File: config.mk
export PLATFORM = sky130hd
export DESIGN_NAME = cex_entry
export DESIGN_NICKNAME = d
export VERILOG_FILES = /design/src/rtl/cex_cond_check.v /design/src/rtl/cex_entry.v
export VERILOG_INCLUDE_DIRS = /design/src /design/src/common
export SDC_FILE = /design/constraint.sdc
export NUM_CORES = 2
export LEC_CHECK = 0
export BUFFER_PORTS_ARGS = -buffer_cell sky130_fd_sc_hd__buf_2
export CAP_MARGIN = 10
export CELL_PAD_IN_SITES_DETAIL_PLACEMENT = 1
export CELL_PAD_IN_SITES_GLOBAL_PLACEMENT = 2
export CORE_MARGIN = 1
export CORE_UTILIZATION = 43
export CTS_BUF_LIST = sky130_fd_sc_hd__clkbuf_4
export CTS_CLUSTER_DIAMETER = 150
export DETAILED_ROUTE_END_ITERATION = 7
export PLACE_DENSITY = 0.78
export SYNTH_ARGS = -nofsm -noshare
export SYNTH_HDL_FRONTEND = slang
export SYNTH_SLANG_ARGS = --single-unit
export TNS_END_PERCENT = 50
File: constraint.sdc
create_clock -name clk -period 6.8 [get_ports clk]
set_input_delay 0.34 -clock clk [delete_from_list [all_inputs] [get_ports clk]]
set_output_delay 0.34 -clock clk [all_outputs]
set_load 0.1 [all_outputs]
File: src/common/cex_defs.vh
// Purpose: shared constants of the exception entry unit
// Assumes: included by bare name from rtl files
// Notes: definitions only
`ifndef CEX_DEFS_VH
`define CEX_DEFS_VH

// status word field positions
`define CEX_ST_MODE_HI 4
`define CEX_ST_T 5
`define CEX_ST_F 6
`define CEX_ST_I 7
`define CEX_ST_J 24
`define CEX_ST_NZCV_LO 28
`define CEX_ST_RESET 32'h000000D3

// mode field encodings
`define CEX_M_USR 5'h10
`define CEX_M_FIQ 5'h11
`define CEX_M_IRQ 5'h12
`define CEX_M_SVC 5'h13
`define CEX_M_ABT 5'h17
`define CEX_M_UND 5'h1B
`define CEX_M_SYS 5'h1F

// register bank selectors
`define CEX_B_USR 3'h0
`define CEX_B_FIQ 3'h1
`define CEX_B_IRQ 3'h2
`define CEX_B_SVC 3'h3
`define CEX_B_ABT 3'h4
`define CEX_B_UND 3'h5

// exception classes
`define CEX_C_NONE 3'h0
`define CEX_C_RST 3'h1
`define CEX_C_DABT 3'h2
`define CEX_C_FIQ 3'h3
`define CEX_C_IRQ 3'h4
`define CEX_C_PABT 3'h5
`define CEX_C_UND 3'h6
`define CEX_C_TRAP 3'h7

// vector addresses
`define CEX_V_RST 32'h00000000
`define CEX_V_UND 32'h00000004
`define CEX_V_TRAP 32'h00000008
`define CEX_V_PABT 32'h0000000C
`define CEX_V_DABT 32'h00000010
`define CEX_V_IRQ 32'h00000018
`define CEX_V_FIQ 32'h0000001C

// return address offsets
`define CEX_OFS_2 4'h2
`define CEX_OFS_4 4'h4
`define CEX_OFS_8 4'h8

// compact branch_link_switch hold length in cycles
`define CEX_BLX_CYCLES 2'h3
`endif

File: src/rtl/cex_cond_check.v
// Purpose: evaluate a 4-bit condition field against the ALU flags
// Assumes: flags ordered N Z C V from msb to lsb
// Notes: purely combinational
`default_nettype none

module cex_cond_check (
    input wire [3:0] cond,
    input wire [3:0] nzcv,
    output reg pass
);

wire n = nzcv[3];
wire z = nzcv[2];
wire c = nzcv[1];
wire v = nzcv[0];

// pairs of codes share a test, the low bit inverts it
always @* begin
    case (cond[3:1])
        3'h0: pass = z;
        3'h1: pass = c;
        3'h2: pass = n;
        3'h3: pass = v;
        3'h4: pass = c & ~z;
        3'h5: pass = (n == v);
        3'h6: pass = ~z & (n == v);
        default: pass = 1'b1;
    endcase
    // the last code never passes, 4'hE always does
    if (cond[0]) begin
        pass = (cond[3:1] == 3'h7) ? 1'b0 : ~pass;
    end
end

endmodule // cex_cond_check

`default_nettype wire

File: src/rtl/cex_entry.v
// Purpose: exception ranking, four-step entry, banked registers, return
// Assumes: one clock; pipeline signals share it; fiq/irq are asynchronous
// Notes: reads have one cycle latency; pipe_hold stalls the pipeline
//
// How it works
// - rank reset, data abort, fast, normal, prefetch abort, lowest group
// - lowest group never coincides, so it needs no internal order
// - data abort with fast interrupt: abort entry, then fast vector
// - full-width entry stores the class base address (abort, execute or decode) plus 4 or 8 in link
// - compact entry stores address plus 2, 4 or 8 by class
// - second step copies status word into target saved status word
// - third step writes the mode field of the target exception
// - final step redirects fetch to the exception vector
// - each exception mode has its own stack pointer register
// - entry sets interrupt disable flags to limit nesting
// - fast mode swaps in private registers for r8 to r14
// - fetch abort tags the instruction, taken only at execute
// - a flushed tagged instruction raises no prefetch abort
// - breakpoint instruction enters the prefetch abort exception
// - breakpoint taken at execute only, never after a flush
// - full-width instruction runs only if its condition passes
// - compact branch_link_switch pair takes three cycles
// - state saved only in the target mode's banked registers
`include "cex_defs.vh"
`default_nettype none

module cex_entry (
    input wire clk,
    input wire nrst,
    input wire reset_req,
    input wire fiq_req,
    input wire irq_req,
    input wire dabt_req,
    input wire [31:0] dabt_pc,
    input wire fetch_valid,
    input wire fetch_abort,
    input wire [31:0] fetch_pc,
    input wire id_breakpoint_instr,
    input wire id_undef,
    input wire id_trap,
    input wire id_blx_pair,
    input wire [3:0] id_cond,
    input wire pipe_advance,
    input wire branch_flush,
    input wire flag_we,
    input wire [3:0] flag_nzcv,
    input wire ret_req,
    input wire [31:0] ret_pc,
    input wire rf_we,
    input wire [3:0] rf_wr_idx,
    input wire [31:0] rf_wr_data,
    input wire [3:0] rf_rd_idx,
    output reg redirect,
    output reg [31:0] redirect_pc,
    output reg pipe_hold,
    output reg ex_exec,
    output reg [31:0] current_status_word,
    output reg [31:0] saved_status_word,
    output reg [31:0] rf_rd_data,
    output reg [2:0] exc_class
);

localparam S_IDLE = 3'h0;
localparam S_LINK = 3'h1;
localparam S_SAVE = 3'h2;
localparam S_MODE = 3'h3;
localparam S_VEC = 3'h4;

reg [2:0] state;
reg [2:0] next_state;
reg [2:0] cls;
reg [31:0] lr_q;
reg [31:0] vec_q;
reg after_vec;
reg rst_pend;
reg dabt_pend;
reg [31:0] dabt_pc_q;
reg fiq_s1, fiq_s2, irq_s1, irq_s2;
reg dec_valid, dec_abt;
reg [31:0] dec_pc;
reg ex_valid, ex_abt, ex_breakpoint_instr, ex_undef, ex_trap, ex_pass;
reg [31:0] ex_pc;
reg [1:0] blx_cnt;
reg [1:0] next_blx;
reg [2:0] pick;
reg [31:0] base;
reg [31:0] bank [0:29];
reg [31:0] sav [0:4];

wire [4:0] mode = current_status_word[`CEX_ST_MODE_HI:0];
wire compact = current_status_word[`CEX_ST_T];
wire fiq_off = current_status_word[`CEX_ST_F];
wire irq_off = current_status_word[`CEX_ST_I];
wire [3:0] flags = current_status_word[31:`CEX_ST_NZCV_LO];
wire cond_raw;

// bank selector of a mode; user and system share the plain set
function [2:0] bank_of;
    input [4:0] m;
    begin
        case (m)
            `CEX_M_FIQ: bank_of = `CEX_B_FIQ;
            `CEX_M_IRQ: bank_of = `CEX_B_IRQ;
            `CEX_M_SVC: bank_of = `CEX_B_SVC;
            `CEX_M_ABT: bank_of = `CEX_B_ABT;
            `CEX_M_UND: bank_of = `CEX_B_UND;
            default: bank_of = `CEX_B_USR;
        endcase
    end
endfunction

// physical slot: 0-14 plain, 15-21 fast r8-r14, then r13/r14 pairs
function [4:0] phys;
    input [2:0] b;
    input [3:0] idx;
    begin
        phys = {1'b0, idx};
        if (b == `CEX_B_FIQ && idx >= 4'h8 && idx <= 4'hE) begin
            phys = 5'h07 + {1'b0, idx};
        end else if (b != `CEX_B_USR && (idx == 4'hD || idx == 4'hE)) begin
            phys = {1'b0, b, 1'b0} + {1'b0, idx} + 5'h05;
        end
    end
endfunction

// target mode per class
function [4:0] mode_of;
    input [2:0] c;
    begin
        case (c)
            `CEX_C_FIQ: mode_of = `CEX_M_FIQ;
            `CEX_C_IRQ: mode_of = `CEX_M_IRQ;
            `CEX_C_DABT: mode_of = `CEX_M_ABT;
            `CEX_C_PABT: mode_of = `CEX_M_ABT;
            `CEX_C_UND: mode_of = `CEX_M_UND;
            default: mode_of = `CEX_M_SVC;
        endcase
    end
endfunction

function [31:0] vec_of;
    input [2:0] c;
    begin
        case (c)
            `CEX_C_DABT: vec_of = `CEX_V_DABT;
            `CEX_C_FIQ: vec_of = `CEX_V_FIQ;
            `CEX_C_IRQ: vec_of = `CEX_V_IRQ;
            `CEX_C_PABT: vec_of = `CEX_V_PABT;
            `CEX_C_UND: vec_of = `CEX_V_UND;
            `CEX_C_TRAP: vec_of = `CEX_V_TRAP;
            default: vec_of = `CEX_V_RST;
        endcase
    end
endfunction

// return offset per class and instruction state
function [3:0] ofs_of;
    input [2:0] c;
    input t;
    begin
        if (c == `CEX_C_DABT) begin
            ofs_of = `CEX_OFS_8;
        // compact traps resume one halfword on
        end else if (t && (c == `CEX_C_UND || c == `CEX_C_TRAP)) begin
            ofs_of = `CEX_OFS_2;
        end else begin
            ofs_of = `CEX_OFS_4;
        end
    end
endfunction

wire [2:0] cur_bank = bank_of(mode);
wire [2:0] tbank = bank_of(mode_of(cls));
wire cond_ok = compact | cond_raw;
wire take = (state == S_IDLE) && (pick != `CEX_C_NONE);
wire can_ret = (state == S_IDLE) && !take && ret_req &&
    (cur_bank != `CEX_B_USR);
wire flush = branch_flush | (state == S_VEC) | can_ret;
wire adv = pipe_advance & ~pipe_hold & ~take & ~flush;

// condition of the instruction entering execute
cex_cond_check u_cond (
    .cond(id_cond),
    .nzcv(flags),
    .pass(cond_raw)
);

// fixed ranking; execute-stage classes need a valid instruction
always @* begin
    pick = `CEX_C_NONE;
    if (rst_pend) begin
        pick = `CEX_C_RST;
    end else if (blx_cnt == 2'h0) begin
        if (dabt_pend) begin
            pick = `CEX_C_DABT;
        end else if (fiq_s2 && !fiq_off) begin
            pick = `CEX_C_FIQ;
        end else if (irq_s2 && !irq_off) begin
            pick = `CEX_C_IRQ;
        // tag seen only at execute breakpoint alike
        end else if (ex_valid && (ex_abt || ex_breakpoint_instr)) begin
            pick = `CEX_C_PABT;
        // undefined and trap exclusive, order moot
        end else if (ex_valid && ex_pass && ex_undef) begin
            pick = `CEX_C_UND;
        end else if (ex_valid && ex_pass && ex_trap) begin
            pick = `CEX_C_TRAP;
        end
    end
end

// address the link value builds on
always @* begin
    case (pick)
        `CEX_C_DABT: base = dabt_pc_q;
        `CEX_C_PABT, `CEX_C_UND, `CEX_C_TRAP: base = ex_pc;
        // straight after an entry, resume at that vector
        default: base = after_vec ? vec_q : dec_pc;
    endcase
end

// sequencer and stall length
always @* begin
    next_state = S_IDLE;
    case (state)
        S_IDLE: next_state = take ? S_LINK : S_IDLE;
        S_LINK: next_state = S_SAVE;
        S_SAVE: next_state = S_MODE;
        S_MODE: next_state = S_VEC;
        default: next_state = S_IDLE;
    endcase
    next_blx = blx_cnt;
    if (take) begin
        next_blx = 2'h0;
    end else if (blx_cnt != 2'h0) begin
        next_blx = blx_cnt - 2'h1;
    // pair holds execute for three cycles in all
    end else if (adv && dec_valid && compact && id_blx_pair) begin
        next_blx = `CEX_BLX_CYCLES;
    end
end

// request synchronisers; first stage feeds only the second
always @(posedge clk or negedge nrst) begin
    if (!nrst) begin
        fiq_s1 <= 1'b0;
        fiq_s2 <= 1'b0;
        irq_s1 <= 1'b0;
        irq_s2 <= 1'b0;
    end else begin
        fiq_s1 <= fiq_req;
        fiq_s2 <= fiq_s1;
        irq_s1 <= irq_req;
        irq_s2 <= irq_s1;
    end
end

// pending latches; a new request beats the clear of the old one
always @(posedge clk or negedge nrst) begin
    if (!nrst) begin
        rst_pend <= 1'b1;
        dabt_pend <= 1'b0;
        dabt_pc_q <= 32'h00000000;
    end else begin
        if (reset_req) begin
            rst_pend <= 1'b1;
        end else if (take && pick == `CEX_C_RST) begin
            rst_pend <= 1'b0;
        end
        if (dabt_req) begin
            dabt_pend <= 1'b1;
            dabt_pc_q <= dabt_pc;
        end else if (take && pick == `CEX_C_DABT) begin
            dabt_pend <= 1'b0;
        end
    end
end

// decode and execute tags a flush drops them unraised
always @(posedge clk or negedge nrst) begin
    if (!nrst) begin
        dec_valid <= 1'b0;
        dec_abt <= 1'b0;
        dec_pc <= 32'h00000000;
        ex_valid <= 1'b0;
        ex_abt <= 1'b0;
        ex_breakpoint_instr <= 1'b0;
        ex_undef <= 1'b0;
        ex_trap <= 1'b0;
        ex_pass <= 1'b0;
        ex_pc <= 32'h00000000;
        ex_exec <= 1'b0;
        blx_cnt <= 2'h0;
        after_vec <= 1'b0;
    end else begin
        blx_cnt <= next_blx;
        ex_exec <= 1'b0;
        if (flush) begin
            dec_valid <= 1'b0;
            ex_valid <= 1'b0;
            after_vec <= (state == S_VEC);
        end else if (adv) begin
            // fetch abort rides along as a tag
            dec_valid <= fetch_valid;
            dec_abt <= fetch_abort;
            dec_pc <= fetch_pc;
            ex_valid <= dec_valid;
            ex_abt <= dec_abt;
            ex_breakpoint_instr <= id_breakpoint_instr;
            ex_undef <= id_undef;
            ex_trap <= id_trap;
            ex_pass <= cond_ok;
            ex_pc <= dec_pc;
            ex_exec <= dec_valid & cond_ok & ~dec_abt & ~id_breakpoint_instr &
                ~id_undef & ~id_trap;
            after_vec <= 1'b0;
        end
    end
end

// entry steps, return and flag updates on the status word
always @(posedge clk or negedge nrst) begin
    if (!nrst) begin
        state <= S_IDLE;
        cls <= `CEX_C_NONE;
        lr_q <= 32'h00000000;
        vec_q <= 32'h00000000;
        current_status_word <= `CEX_ST_RESET;
        redirect <= 1'b0;
        redirect_pc <= 32'h00000000;
        exc_class <= `CEX_C_NONE;
        pipe_hold <= 1'b1;
    end else begin
        state <= next_state;
        redirect <= 1'b0;
        pipe_hold <= (next_state != S_IDLE) | (next_blx != 2'h0);
        if (take) begin
            cls <= pick;
            lr_q <= base + {28'h0000000, ofs_of(pick, compact)};
        end else if (can_ret) begin
            current_status_word <= sav[cur_bank - 3'h1];
            redirect <= 1'b1;
            redirect_pc <= ret_pc;
        end else if (state == S_MODE) begin
            current_status_word[`CEX_ST_MODE_HI:0] <= mode_of(cls);
            // mask further normal interrupts, fast on reset/fast
            current_status_word[`CEX_ST_I] <= 1'b1;
            if (cls == `CEX_C_FIQ || cls == `CEX_C_RST) begin
                current_status_word[`CEX_ST_F] <= 1'b1;
            end
            current_status_word[`CEX_ST_T] <= 1'b0;
            current_status_word[`CEX_ST_J] <= 1'b0;
        end else if (state == S_VEC) begin
            redirect <= 1'b1;
            redirect_pc <= vec_of(cls);
            vec_q <= vec_of(cls);
            exc_class <= cls;
        end else if (flag_we) begin
            current_status_word[31:`CEX_ST_NZCV_LO] <= flag_nzcv;
        end
    end
end

// banked storage; entry writes win over pipeline writes
always @(posedge clk) begin
    if (state == S_LINK) begin
        // link goes to the target mode's own register
        bank[phys(tbank, 4'hE)] <= lr_q;
    end else if (rf_we && rf_wr_idx != 4'hF) begin
        bank[phys(cur_bank, rf_wr_idx)] <= rf_wr_data;
    end
    // copy status into the target saved status word
    if (state == S_SAVE && tbank != `CEX_B_USR) begin
        sav[tbank - 3'h1] <= current_status_word;
    end
end

// registered read ports through the current mode's view
always @(posedge clk or negedge nrst) begin
    if (!nrst) begin
        rf_rd_data <= 32'h00000000;
        saved_status_word <= 32'h00000000;
    end else begin
        rf_rd_data <= (rf_rd_idx == 4'hF) ? 32'h00000000 :
            bank[phys(cur_bank, rf_rd_idx)];
        saved_status_word <= (cur_bank == `CEX_B_USR) ? 32'h00000000 :
            sav[cur_bank - 3'h1];
    end
end

endmodule // cex_entry

`default_nettype wire

==> summary.md <==
| Metric | Value |
|---|---|
| Endpoints failing setup | `0` |
| Ys flop type | `edfxtp_1` |
| Int Pwr | `19.1 mW` |
| Worst endpoint data arrival time | `6.68 ns` |
| Die height | `362 microns` |
| Seq/Total Area, Yosys | `73.3%` |
| Die Wd | `362 microns` |
| Clk pwr share | `23.5%` |
| Global Route Usage Sum | `26.4%` |
| Final hold vios | `0` |
| HP Class | `input pin to flip-flop` |
| Leakage Power | `25.7 nW` |
| Worst vdd ir | `475 uV` |
| Die area | `0.131 sq mm` |
| CP Cell Sequence | `nand2b_1, nor4b_1, o31ai_4, and2_1, and4_1, buf_4, nor3_1, and2_2, nand2_1, dlygate4sd3_1, nand2_1, dlygate4sd3_1` |
| Total wire length | `171000 microns` |
| EDFF count, synth | `1120` |
| Pre-antenna DRT Iters | `7` |
| Synth Cell Area | `0.0557 sq mm` |
| Antenna violations before repair | `14` |
| Worst-Skew Late Latency | `1.31 ns` |
| Worst slack at placement | `1.36 ns` |
| Final clock skew | `0.128 ns` |
| Asr flop ratio synth | `20.5%` |
| Finished Layout Cells | `6365` |
| Outcome | `completed` |
| Placed Cells | `5293` |
| Fin crit period | `5.44 ns` |
| Post-synthesis register bit count | `1408` |
| Post-DP HPWL | `100000 microns` |
| Synth Net Count | `3568` |
| Routed vias/inst | `5.51` |
| Total power | `32.0 mW` |
| Post-synthesis cell type count | `70` |
| Drt drc | `0` |
| Sinks on Clock Net | `1408` |
| Setup bufs post-CTS | `0` |
| Post-Syn Area per Cell | `16.5 sq um` |
| Total CTS buffers | `375` |
| Cts repair resizes | `0` |
| Drt wl/cell | `26.9 microns` |
| Crit end category | `flip-flop` |
| Synth warnings | `0` |
| Pwr dens | `467 mW/mm^2` |
| Hold buffers post-CTS | `403` |
| Reg clk slew, reported paths | `0.07 ns` |
| Comb pwr share | `38.2%` |
| Worst-margin pin slew | `1.28 ns` |
| Ports | `295` |
| Max-cap violations | `0` |
| Initial core utilization | `43.5%` |
| RePlAce Congestion | `0.804` |
| Synth-to-layout area growth | `22.9%` |
| CTS tree | `done` |
| Crit path required time | `8.04 ns` |
| Max frequency | `184 MHz` |
| Largest net degree at the start of global routing | `100` |
| Nets | `4543` |
| First-pass GRT wire length | `252000 microns` |
| DR vias | `35100` |
| Worst path slowest cell | `and2_2` |
| Port Buffers | `294` |
| Area of the core | `0.128 sq mm` |
| Critical path startpoint category | `flip-flop` |
| Cell row count | `131` |
| Clock buffer depth | `4` |
| RSZ-0062 raised after global routing | `no` |
| Kind of critical path | `flip-flop to flip-flop` |
| Setup WS post-layout | `1.36 ns` |
| Psw | `12.9 mW` |
| Remaining antenna violation count | `0` |
| Ratio of cells with drive above 1 in the final layout | `28.9%` |
| Rel. slew slack | `14.6%` |
| Grt ovf | `0` |
| Slew Limit Fails | `0` |
| Crit-path max cell delay | `0.93 ns` |
| H-tree levels | `5` |
| Crit Path Max Fanout | `51` |
| Root Buffer | `clkbuf_4` |
| Critical path's top delay family | `simple AND/OR/NAND/NOR gates` |
| Starting DRC count in detailed routing | `3100` |
| Setup TNS | `0 ns` |
| Vias in the first global route | `38400` |
| Sw Ratio | `40.2%` |
| Buf/Inv on CP | `3` |
| Cells after Synth | `3374` |
| Seq pwr share | `38.3%` |
| Final period utilization | `80.0%` |
[Yosys cell counts, drive strengths merged (6+ instances only)]
master	number	area (sq um)
edfxtp	1120	33600
nand2	667	2510
dfrtp	281	7030
mux4	257	5790
nor2	130	488
a21oi	128	652
clkbuf	103	387
o21ai	85	425
buf	74	385
mux2i	68	681
nand3	60	300
a211oi	38	285
mux2	38	428
or4	36	270
ha	30	375
nor3	30	176
xor2	23	201
inv	22	82.6
a222oi	16	160
xnor2	16	140
and2	13	81.3
a22oi	12	100
nor2b	11	68.8
nand2b	10	62.6
a21o	8	60.1
and3	8	50.1
nand4	8	62.6
dfstp	7	184
nor4	7	83.8
or2	6	37.5
[final cells by class]
cell class	instances	area, sq um
fill	12300	59500
clock inverter	74	397
timing repair buffer	775	6290
multi-input combinational	1766	14400
antenna	13	32.5
sequential	1408	40800
inverter	23	86.3
clock buffer	577	4330
tap	1729	2160
[power groups by stage]
stage / combinational (mW) / clock [mW] / sequential [mW]
final: 12.2 / 7.53 / 12.2
after global routing: 12.9 / 8.07 / 12.4
after CTS: 12.2 / 7.64 / 12.2
after detailed placement: 11.8 / 0 / 12.4
after global placement: 11.6 / 0 / 12.3
after floorplan: 5.82 / 0 / 14.5
[routing by layer]
layer | part of all wire (%) | track usage [%] | wire (microns) | vias up
met5 | 0.033 | 0 | 57 | -
met4 | 2.8 | 8.87 | 4810 | 10
met3 | 6.6 | 5.70 | 11400 | 307
met2 | 51 | 45.4 | 87700 | 1381
met1 | 39 | 33.0 | 67500 | 18300
li1 | - | - | - | 15100
[stage by stage]
stage / cell area, sq um / hold slack, ns / util (%)
after floorplan: 55700 / 0.0444 / -
final: 68500 / 0.0466 / 53.5
after global placement: 59600 / 0.336 / 46.6
after detailed placement: 59600 / 0.341 / 46.6
after CTS: 68400 / 0.00227 / 53.4
after global routing: 68500 / 0.0334 / 53.5
[kinds of logic (layout without fill, tap and decap cells)]
| family | Yosys count | in the layout | share of synthesized area [%] |
|---|---|---|---|
| flops | 1408 | 1408 | 73.3 |
| simple gates | 1005 | 1005 | 7.81 |
| mux | 363 | 363 | 12.4 |
| compound gates | 326 | 326 | 3.61 |
| buf+inv | 200 | 1449 | 1.54 |
| xor+xnor | 39 | 39 | 0.613 |
| fa+ha+maj | 33 | 33 | 0.781 |
| other cells | 0 | 13 | 0 |
[worst register-to-register path: cells and delay by family, from the launching register on]
| family | cells | cell delay [ns] |
|---|---|---|
| AOI/OAI and AO/OA | 1 | 0.22 |
| DFF | 1 | 0.61 |
| and+or+nand+nor | 8 | 3.16 |
| buffers and inverters | 3 | 1.42 |
[layout by cell type, fill, tap and decap left out, types with 6 or more instances in the layout]
cell	synthesis	layout
nor2_4	0	27
nand3_1	60	57
a211oi_1	38	38
nand4_1	6	6
o21ai_0	76	76
o21ai_1	9	8
mux2i_1	68	68
edfxtp_1	1120	1120
inv_1	22	22
nand2b_1	10	10
and3_1	8	8
a21oi_1	127	127
a222oi_1	16	16
buf_4	2	64
xor2_1	23	22
and2_1	13	12
dfstp_2	7	7
nand2_1	666	662
or4_1	36	36
nor2b_1	11	8
buf_12	1	10
xnor2_1	16	15
mux2_2	38	38
dfrtp_1	281	281
diode_2	0	13
a21o_1	8	7
clkinv_1	1	57
buf_2	55	293
a22oi_1	10	10
ha_1	30	30
or2_2	6	6
clkbuf_4	0	577
clkinv_2	0	8
mux4_2	257	257
nor2_1	130	103
nor3_1	26	24
dlygate4sd3_1	0	404
[flip-flops by register name (all words and copies together) (netlist names), 3 cells and up]
register / flops
exc_class: 3
rf_rd_data: 32
dec_pc: 32
dabt_pc_q: 32
vec_q: 3
state: 3
current_status_word: 32
ex_pc: 32
cls: 3
saved_status_word: 32
lr_q: 32
bank: 960
sav: 160
redirect_pc: 32
[worst paths after layout]
| kind | startpoint | end | slack, ns | depth (start not counted) |
|---|---|---|---|---|
| max | current_status_word[7] | dec_pc[18] | 1.36 | 12 |
| min | rf_wr_data[26] | bank[18][26] | 0.05 | 3 |
| max reg2reg | current_status_word[7] | dec_pc[18] | 1.36 | 12 |
| min reg2reg | fiq_s1 | fiq_s2 | 0.38 | 0 |
| max in group asynchronous | nrst | saved_status_word[15] | 5.59 | 4 |
| min in group asynchronous | nrst | dabt_pc_q[15] | 0.20 | 4 |
Power figures use the tool's default switching activity.
